### src/lmc_line_sync.sv
// package of constants and the beam-detect to line-sync converter
//==========================================================
package lmc_pkg;
    //==========================================================
    // mode codes, bit order {sel2, sel1, sel0}
    localparam logic [2:0] MODE_DISCHARGE = 3'h0;
    localparam logic [2:0] MODE_DATA      = 3'h7;
    localparam logic [2:0] MODE_REG_A     = 3'h2;
    localparam logic [2:0] MODE_REG_B     = 3'h1;
    localparam logic [2:0] MODE_FORCE_ON  = 3'h4;
    localparam logic [2:0] MODE_FORCE_OFF = 3'h3;
    //==========================================================
    // register map (byte addresses)
    localparam logic [7:0] ADDR_CTRL      = 8'h00;
    localparam logic [7:0] ADDR_REG_TIME  = 8'h04;
    localparam logic [7:0] ADDR_LINE_TIME = 8'h08;
    localparam logic [7:0] ADDR_STATUS    = 8'h0C;
    localparam int CTRL_PRINT_BIT     = 0;
    localparam int CTRL_TEST_BIT      = 1;
    localparam int CTRL_DISCHARGE_BIT = 2;
    localparam int STAT_SYNC_SEEN_BIT = 0;
    localparam int STAT_FIX_READY_BIT = 1;
    localparam int STAT_SCAN_RUN_BIT  = 2;
    localparam int STAT_STATE_LSB     = 4;
    localparam int STAT_COUNT_LSB     = 16;
    localparam logic [15:0] REG_TIME_RESET  = 16'h0100;
    localparam logic [15:0] LINE_TIME_RESET = 16'h1000;
    //==========================================================
    // timing
    localparam int CLK_PERIOD_PS = 5000;
    localparam int HOLD_NS       = 200;
    localparam int SYNC_PULSE_NS = 100;
    localparam int HOLD_CYCLES   = (HOLD_NS * 1000) / CLK_PERIOD_PS;
    localparam int SYNC_CYCLES   = (SYNC_PULSE_NS * 1000) / CLK_PERIOD_PS;
    //==========================================================
    typedef enum logic [3:0] {
        ST_IDLE        = 4'b0000,
        ST_DISCHARGE   = 4'b0001,
        ST_INIT_A      = 4'b0010,
        ST_INIT_HOLD_A = 4'b0011,
        ST_INIT_B      = 4'b0100,
        ST_INIT_HOLD_B = 4'b0101,
        ST_WAIT_FIX    = 4'b0110,
        ST_LINE_A      = 4'b0111,
        ST_LINE_HOLD_A = 4'b1000,
        ST_LINE_B      = 4'b1001,
        ST_LINE_HOLD_B = 4'b1010,
        ST_DATA        = 4'b1011,
        ST_MASK        = 4'b1100,
        ST_TEST        = 4'b1101
    } lmc_state_t;
endpackage : lmc_pkg

`timescale 1ns/1ps
module lmc_line_sync #(
    parameter int SYNC_W = lmc_pkg::SYNC_CYCLES
) (
    input  wire logic clk,
    input  wire logic rst,
    input  wire logic beam_detect_in_n,
    output logic      line_sync_out_n,
    output logic      bd_pulse
);
    logic [1:0] bd_sync;
    logic       bd_last;
    logic [7:0] width_cnt;

    if (SYNC_W < 1 || SYNC_W > 255) begin : g_bad_sync_w
        $error("lmc_line_sync: SYNC_W out of range");
    end

    // two stages before any logic looks at the pin
    always_ff @(posedge clk) begin
        if (rst) begin
            bd_sync <= 2'h3;
            bd_last <= 1'b1;
        end else begin
            bd_sync <= {bd_sync[0], beam_detect_in_n};
            bd_last <= bd_sync[1];
        end
    end

    // fixed-width low pulse per falling beam-detect edge
    always_ff @(posedge clk) begin
        if (rst) begin
            width_cnt       <= 8'h00;
            line_sync_out_n <= 1'b1;
            bd_pulse        <= 1'b0;
        end else begin
            bd_pulse <= bd_last & ~bd_sync[1];
            if (bd_last & ~bd_sync[1]) begin
                width_cnt       <= 8'(SYNC_W);
                line_sync_out_n <= 1'b0;
            end else if (width_cnt > 8'h01) begin
                width_cnt <= width_cnt - 8'h01;
            end else begin
                width_cnt       <= 8'h00;
                line_sync_out_n <= 1'b1;
            end
        end
    end
endmodule : lmc_line_sync

### src/lmc_ctrl.sv
// laser mode sequencer, video gating and register port
`timescale 1ns/1ps
module lmc_ctrl #(
    parameter int HOLD_LEN = lmc_pkg::HOLD_CYCLES
) (
    input  wire logic        clk,
    input  wire logic        rst,
    input  wire logic [7:0]  addr,
    input  wire logic [31:0] wdata,
    input  wire logic        wr,
    input  wire logic        rd,
    output logic      [31:0] rdata,
    input  wire logic        video_a_in,
    input  wire logic        video_b_in,
    input  wire logic        fixing_ready,
    input  wire logic        beam_detect_in_n,
    output logic             laser_mode_sel0,
    output logic             laser_mode_sel1,
    output logic             laser_mode_sel2,
    output logic             video_a_pos,
    output logic             video_a_neg,
    output logic             video_b_pos,
    output logic             video_b_neg,
    output logic             line_sync_out_n,
    output logic             scanner_run
);
    //==========================================================
    // declarations
    lmc_pkg::lmc_state_t state;
    logic [15:0] cnt;
    logic [15:0] reg_time;
    logic [15:0] line_time;
    logic        ctrl_print;
    logic        ctrl_test;
    logic        ctrl_discharge;
    logic        sync_seen;
    logic [15:0] line_count;
    logic [1:0]  fix_sync;
    logic        bd_pulse;
    logic        timer_done;
    logic        ctrl_wr;
    logic        stat_wr;
    logic        disch_taken;

    if (HOLD_LEN < 1 || HOLD_LEN > 65535) begin : g_bad_hold_len
        $error("lmc_ctrl: HOLD_LEN out of range");
    end

    //==========================================================
    // decoding shared by mode outputs and video gating
    function automatic logic [2:0] lmc_mode_of(input lmc_pkg::lmc_state_t s);
        case (s)
            lmc_pkg::ST_DISCHARGE: lmc_mode_of = lmc_pkg::MODE_DISCHARGE;
            lmc_pkg::ST_INIT_A,
            lmc_pkg::ST_LINE_A:    lmc_mode_of = lmc_pkg::MODE_REG_A;
            lmc_pkg::ST_INIT_B,
            lmc_pkg::ST_LINE_B:    lmc_mode_of = lmc_pkg::MODE_REG_B;
            lmc_pkg::ST_DATA:      lmc_mode_of = lmc_pkg::MODE_DATA;
            lmc_pkg::ST_TEST:      lmc_mode_of = lmc_pkg::MODE_FORCE_ON;
            default:               lmc_mode_of = lmc_pkg::MODE_FORCE_OFF;
        endcase
    endfunction : lmc_mode_of

    function automatic logic lmc_scanning(input lmc_pkg::lmc_state_t s);
        case (s)
            lmc_pkg::ST_IDLE,
            lmc_pkg::ST_DISCHARGE,
            lmc_pkg::ST_TEST: lmc_scanning = 1'b0;
            default:          lmc_scanning = 1'b1;
        endcase
    endfunction : lmc_scanning

    assign timer_done  = (cnt == 16'h0000);
    assign ctrl_wr     = wr && (addr == lmc_pkg::ADDR_CTRL);
    assign stat_wr     = wr && (addr == lmc_pkg::ADDR_STATUS);
    assign disch_taken = (state == lmc_pkg::ST_IDLE) && ctrl_discharge;

    //==========================================================
    // line sync from the beam detector
    lmc_line_sync #(
        .SYNC_W          (lmc_pkg::SYNC_CYCLES)
    ) u_sync (
        .clk             (clk),
        .rst             (rst),
        .beam_detect_in_n(beam_detect_in_n),
        .line_sync_out_n (line_sync_out_n),
        .bd_pulse        (bd_pulse)
    );

    // fixing temperature flag comes from another board
    always_ff @(posedge clk) begin
        if (rst) begin
            fix_sync <= 2'h0;
        end else begin
            fix_sync <= {fix_sync[0], fixing_ready};
        end
    end

    //==========================================================
    // sequencer
    always_ff @(posedge clk) begin
        if (rst) begin
            state <= lmc_pkg::ST_IDLE;
            cnt   <= 16'h0000;
        end else begin
            if (!timer_done) begin
                cnt <= cnt - 16'h0001;
            end
            case (state)
                lmc_pkg::ST_IDLE: begin
                    if (ctrl_discharge) begin
                        state <= lmc_pkg::ST_DISCHARGE;
                        cnt   <= reg_time;
                    end else if (ctrl_print) begin
                        state <= lmc_pkg::ST_INIT_A;
                        cnt   <= reg_time;
                    end else if (ctrl_test) begin
                        state <= lmc_pkg::ST_TEST;
                    end
                end
                lmc_pkg::ST_DISCHARGE: begin
                    if (timer_done) begin
                        state <= lmc_pkg::ST_IDLE;
                    end
                end
                lmc_pkg::ST_INIT_A: begin
                    if (timer_done) begin
                        state <= lmc_pkg::ST_INIT_HOLD_A;
                        cnt   <= 16'(HOLD_LEN);
                    end
                end
                lmc_pkg::ST_INIT_HOLD_A: begin
                    if (timer_done) begin
                        state <= lmc_pkg::ST_INIT_B;
                        cnt   <= reg_time;
                    end
                end
                lmc_pkg::ST_INIT_B: begin
                    if (timer_done) begin
                        state <= lmc_pkg::ST_INIT_HOLD_B;
                        cnt   <= 16'(HOLD_LEN);
                    end
                end
                lmc_pkg::ST_INIT_HOLD_B: begin
                    if (timer_done) begin
                        state <= lmc_pkg::ST_WAIT_FIX;
                    end
                end
                lmc_pkg::ST_WAIT_FIX: begin
                    // initial rotation ends at fixing temperature, or in idle when print is cleared
                    if (!ctrl_print) begin
                        state <= lmc_pkg::ST_IDLE;
                    end else if (fix_sync[1]) begin
                        state <= lmc_pkg::ST_LINE_A;
                        cnt   <= reg_time;
                    end
                end
                lmc_pkg::ST_LINE_A: begin
                    // regulation light doubles as the unblanking beam
                    if (timer_done) begin
                        state <= lmc_pkg::ST_LINE_HOLD_A;
                        cnt   <= 16'(HOLD_LEN);
                    end
                end
                lmc_pkg::ST_LINE_HOLD_A: begin
                    if (timer_done) begin
                        state <= lmc_pkg::ST_LINE_B;
                        cnt   <= reg_time;
                    end
                end
                lmc_pkg::ST_LINE_B: begin
                    if (timer_done) begin
                        state <= lmc_pkg::ST_LINE_HOLD_B;
                        cnt   <= 16'(HOLD_LEN);
                    end
                end
                lmc_pkg::ST_LINE_HOLD_B: begin
                    if (timer_done) begin
                        state <= lmc_pkg::ST_DATA;
                        cnt   <= line_time;
                    end
                end
                lmc_pkg::ST_DATA: begin
                    if (timer_done) begin
                        state <= lmc_pkg::ST_MASK;
                        cnt   <= 16'(HOLD_LEN);
                    end
                end
                lmc_pkg::ST_MASK: begin
                    // a cleared print bit ends the job only between lines
                    if (timer_done) begin
                        if (ctrl_print) begin
                            state <= lmc_pkg::ST_LINE_A;
                            cnt   <= reg_time;
                        end else begin
                            state <= lmc_pkg::ST_IDLE;
                        end
                    end
                end
                lmc_pkg::ST_TEST: begin
                    if (!ctrl_test) begin
                        state <= lmc_pkg::ST_IDLE;
                    end
                end
                default: begin
                    state <= lmc_pkg::ST_IDLE;
                end
            endcase
        end
    end

    //==========================================================
    // pin outputs, all registered so mode lines only move on edges
    always_ff @(posedge clk) begin
        if (rst) begin
            {laser_mode_sel2, laser_mode_sel1, laser_mode_sel0}
                <= lmc_pkg::MODE_FORCE_OFF;
            scanner_run <= 1'b0;
        end else begin
            {laser_mode_sel2, laser_mode_sel1, laser_mode_sel0}
                <= lmc_mode_of(state);
            scanner_run <= lmc_scanning(state);
        end
    end

    // video pairs idle at logic low outside data mode
    always_ff @(posedge clk) begin
        if (rst) begin
            video_a_pos <= 1'b0;
            video_a_neg <= 1'b1;
            video_b_pos <= 1'b0;
            video_b_neg <= 1'b1;
        end else if (lmc_mode_of(state) == lmc_pkg::MODE_DATA) begin
            video_a_pos <= video_a_in;
            video_a_neg <= ~video_a_in;
            video_b_pos <= video_b_in;
            video_b_neg <= ~video_b_in;
        end else begin
            video_a_pos <= 1'b0;
            video_a_neg <= 1'b1;
            video_b_pos <= 1'b0;
            video_b_neg <= 1'b1;
        end
    end

    //==========================================================
    // register writes
    always_ff @(posedge clk) begin
        if (rst) begin
            ctrl_print     <= 1'b0;
            ctrl_test      <= 1'b0;
            ctrl_discharge <= 1'b0;
            reg_time       <= lmc_pkg::REG_TIME_RESET;
            line_time      <= lmc_pkg::LINE_TIME_RESET;
        end else begin
            if (ctrl_wr) begin
                ctrl_print <= wdata[lmc_pkg::CTRL_PRINT_BIT];
                ctrl_test  <= wdata[lmc_pkg::CTRL_TEST_BIT];
            end
            // software request wins over the hardware self-clear
            if (ctrl_wr && wdata[lmc_pkg::CTRL_DISCHARGE_BIT]) begin
                ctrl_discharge <= 1'b1;
            end else if (disch_taken) begin
                ctrl_discharge <= 1'b0;
            end
            if (wr && addr == lmc_pkg::ADDR_REG_TIME) begin
                reg_time <= wdata[15:0];
            end
            if (wr && addr == lmc_pkg::ADDR_LINE_TIME) begin
                line_time <= wdata[15:0];
            end
        end
    end

    // sync status: set by hardware, write-one-to-clear, set wins
    always_ff @(posedge clk) begin
        if (rst) begin
            sync_seen  <= 1'b0;
            line_count <= 16'h0000;
        end else begin
            if (bd_pulse) begin
                sync_seen  <= 1'b1;
                line_count <= line_count + 16'h0001;
            end else if (stat_wr && wdata[lmc_pkg::STAT_SYNC_SEEN_BIT]) begin
                sync_seen <= 1'b0;
            end
        end
    end

    //==========================================================
    // register reads, data one cycle after the strobe
    always_ff @(posedge clk) begin
        if (rst) begin
            rdata <= 32'h0000_0000;
        end else if (rd) begin
            case (addr)
                lmc_pkg::ADDR_CTRL: begin
                    rdata <= {29'h0000_0000, ctrl_discharge, ctrl_test, ctrl_print};
                end
                lmc_pkg::ADDR_REG_TIME: begin
                    rdata <= {16'h0000, reg_time};
                end
                lmc_pkg::ADDR_LINE_TIME: begin
                    rdata <= {16'h0000, line_time};
                end
                lmc_pkg::ADDR_STATUS: begin
                    rdata <= {line_count, 8'h00, state, 1'b0, scanner_run,
                              fix_sync[1], sync_seen};
                end
                default: begin
                    rdata <= 32'h0000_0000;
                end
            endcase
        end else begin
            rdata <= 32'h0000_0000;
        end
    end
endmodule : lmc_ctrl

### config.mk
export PLATFORM = sky130hd
export DESIGN_NAME = lmc_ctrl
export DESIGN_NICKNAME = d
export VERILOG_FILES = /design/src/lmc_line_sync.sv /design/src/lmc_ctrl.sv
export SDC_FILE = /design/constraint.sdc
export NUM_CORES = 1
export LEC_CHECK = 0
export ABC_AREA = 0
export BUFFER_PORTS_ARGS = -buffer_cell sky130_fd_sc_hd__clkbuf_2
export CELL_PAD_IN_SITES_DETAIL_PLACEMENT = 1
export CELL_PAD_IN_SITES_GLOBAL_PLACEMENT = 2
export CORE_AREA = 2 2 132 134
export CTS_CLUSTER_DIAMETER = 40
export CTS_CLUSTER_SIZE = 25
export DETAILED_ROUTE_END_ITERATION = 16
export DIE_AREA = 0 0 134 136
export PLACE_DENSITY = 0.79
export SYNTH_ARGS = -nofsm -noshare
export SYNTH_HDL_FRONTEND = slang
export SYNTH_SLANG_ARGS = --single-unit
### constraint.sdc
create_clock -name clk -period 4.56 [get_ports clk]
set_input_delay 0.912 -clock clk [delete_from_list [all_inputs] [get_ports clk]]
set_output_delay 0.912 -clock clk [all_outputs]
set_load 0.1 [all_outputs]
==> results.json <==
{
  "worstSetupPathType": "flip-flop to flip-flop",
  "die_h_um": 136,
  "synth_nets": 765,
  "final_max_slew_viol_count": 0,
  "ys_warn_count": 0,
  "seq_area_frac_synth_pct": 43.0,
  "synthSimpleGateAreaFrac_pct": 24.9,
  "highest_layer": "met4",
  "floorplan.rows": 48,
  "initial_core_util_pct": 35.1,
  "slew_headroom_pct": 31.1,
  "grt_max_degree": 77,
  "wire_per_inst_um": 18.2,
  "ys_types": 60,
  "crit_path_start_kind": "flip-flop",
  "port_buffers": 72,
  "finalNetCount": 825,
  "cts_root_buf": "clkbuf_16",
  "postRouteAntennaNets": 0,
  "wl_met3_um": 876,
  "rsz0062_at_grt": "no",
  "period_share_pct": 71.1,
  "synth_compound_area_share_pct": 16.6,
  "dp_hpwl_um": 13200,
  "synth_xor_area_share_pct": 4.29,
  "layout_commonest_cell": "dfxtp_1",
  "cts.sinks": 127,
  "gp_congestion": 0.868,
  "viasPerCell": 5.43,
  "numCtsBuffers": 17,
  "crit_family": "compound AO/OA/AOI/OAI gates",
  "crit_path_top_delay_cell": "dfxtp_1",
  "yosys_register_bits": 127,
  "final_hold_viol_count": 0,
  "wirelength_um": 18300,
  "tns_ns": 0,
  "clock_latency_ns": 0.41,
  "grt_pass1_wl_um": 30100,
  "drt_first_pass_iters": 7,
  "async_reset_ff_share_pct": 0,
  "tightest_slew_ns": 1.03,
  "htree_levels": 4,
  "critPathMaxFanout": 26,
  "tritoncts": "built",
  "power.density_nw_per_um2": 624,
  "n_antenna_cell": 0,
  "fin_worst_skew_ns": 0.00625,
  "min_path_type": "flip-flop to flip-flop",
  "end_kind": "flip-flop",
  "seqPwrFrac_pct": 31.4,
  "synth_mux_area_share_pct": 6.11,
  "grt_pass1_vias": 5613,
  "groute.usage.overall_pct": 21.1,
  "drc": 0,
  "p_switching_mw": 1.70,
  "status": "finished, final reports clean",
  "cts_buffer_depth": 2,
  "layout_common_cells": "dfxtp_1 (127), nor2_1 (88), nand2_1 (86)",
  "drt_iter0_markers": 461,
  "yosysTopAreaCellShare_pct": 43.0,
  "p_leak_nw": 2.86,
  "netlist_instances": 711,
  "synthFlopType": "dfxtp_1",
  "synthTopCellsByArea": "dfxtp_1 (43%), nor2_1 (5.6%), nand2_1 (5.5%), mux2i_1 (4.4%), a21oi_1 (3.9%)",
  "max_stage_delay_ns": 0.84,
  "finalPower_mw": 4.41,
  "internal_power_mw": 2.71,
  "synth_adder_area_share_pct": 1.27,
  "wl_met2_um": 8940,
  "cts_resized": 0,
  "crit_chain": "nand2b_1 > o32ai_1 > buf_4 > a21oi_1 > o21ai_2 > a221oi_1 > a211oi_1",
  "ir_worst_vdd_uv": 242,
  "vias": 5476,
  "report.final.setup_viol": 0,
  "worstPathRequired_ns": 4.81,
  "post-cts-setup-buffer-count": 0,
  "met1_length_um": 8190,
  "clock_power_share_pct": 31.0,
  "sw_frac_of_total_pct": 38.5,
  "cp.buffers_inverters": 1,
  "power_frac_comb_pct": 37.5,
  "cts.clk_slew.worst_paths_ns": 0.06,
  "maxCapViolCount": 0,
  "grt_overflow": 0,
  "coreArea_um2": 16900,
  "syn_avg_cell_area_um2": 8.32,
  "fmax_mhz": 308,
  "synth_top_family_by_area": "simple AND/OR/NAND/NOR gates",
  "syn-cell-area_um2": 5920,
  "drive_above_1_share_pct": 16.5,
  "area_growth_pct": 19.4,
  "io_pins": 89,
  "synth_top_area_cell": "dfxtp_1",
  "antenna_found_initial": 0,
  "period_needed_ns": 3.24,
  "synth_edf_count": 0,
  "die_x_um": 134,
  "worstPathArrival_ns": 3.49,
  "design.die.area_um2": 18200,
  "cts_hold_buf": 0
}
## cells by family (layout without fill, tap and decap cells)
| family | count (synthesis) | count (layout) |
|---|---|---|
| buffers and inverters | 57 | 130 |
| muxes | 33 | 33 |
| adders and majority gates | 6 | 6 |
| DFF | 127 | 127 |
| and+or+nand+nor | 305 | 305 |
| AOI/OAI and AO/OA | 154 | 154 |
| xor gates and xnor gates | 29 | 29 |
## Yosys cell counts, types with 7 or more instances
cell / number
a21oi_1: 46
a22oi_1: 19
a31oi_1: 12
and2_1: 20
and3_1: 9
clkbuf_1: 29
dfxtp_1: 127
inv_1: 18
mux2i_1: 26
nand2_1: 86
nand2b_1: 12
nand3_1: 15
nor2_1: 88
nor2b_1: 9
nor3_1: 21
nor4_1: 8
o21ai_0: 29
o31ai_1: 7
or3_1: 10
xnor2_1: 12
xor2_1: 17
## area by class of cell
type	instances	area, um2
fill	1998	9810
multi-input combinational	527	3150
sequential	127	2540
clock buffer	24	502
clock inverter	8	103
inverter	18	67.6
timing repair buffer	80	420
tap	225	282
## sequential cells by signal, summed over array words and instances (netlist names), 2 cells and up
signal / flops
rdata: 32
cnt: 16
line_count: 16
line_time: 16
reg_time: 16
u_sync.width_cnt: 8
state: 4
fix_sync: 2
u_sync.bd_sync: 2
## power groups by stage
stage	clock [mW]	combinational [mW]	sequential, mW
after floorplan	0	1.23	1.38
after global placement	0	1.58	1.40
after detailed placement	0	1.63	1.41
after CTS	1.40	1.65	1.38
after global routing	1.45	1.84	1.41
final	1.37	1.65	1.38
## path summary, 6_finish.rpt
| check | startpoint | end | slack, ns | cells past startpoint |
|---|---|---|---|---|
| setup / recovery | state[3]$_SDFFE_PP0P_ | cnt[2]$_SDFF_PP0_ | 1.32 | 7 |
| hold / removal | u_sync.bd_sync[0]$_SDFF_PP1_ | u_sync.bd_sync[1]$_SDFF_PP1_ | 0.41 | 1 |
| setup reg to reg | state[3]$_SDFFE_PP0P_ | cnt[2]$_SDFF_PP0_ | 1.32 | 7 |
| hold reg to reg | u_sync.bd_sync[0]$_SDFF_PP1_ | u_sync.bd_sync[1]$_SDFF_PP1_ | 0.41 | 1 |
## metal layers
metal	global-route usage (%)	vias to the layer above
met4	6.68	0
met2	35.1	116
met5	0	-
li1	-	2630
met3	4.21	19
met1	27.6	2711
## per-stage QoR
step | hold slack (ns) | std cells | worst slack [ns] | instance area, um2 | util (%)
floorplan | 0.389 | 711 | 1.72 | 5920 | -
global placement | 0.399 | 977 | 1.21 | 6460 | 38.3
detailed placement | 0.398 | 977 | 1.13 | 6460 | 38.3
CTS | 0.412 | 1009 | 1.36 | 7060 | 41.9
global route | 0.422 | 1009 | 0.923 | 7060 | 41.9
finish | 0.411 | 1009 | 1.32 | 7060 | 41.9
Note: power is estimated with default switching activity, not from simulation.
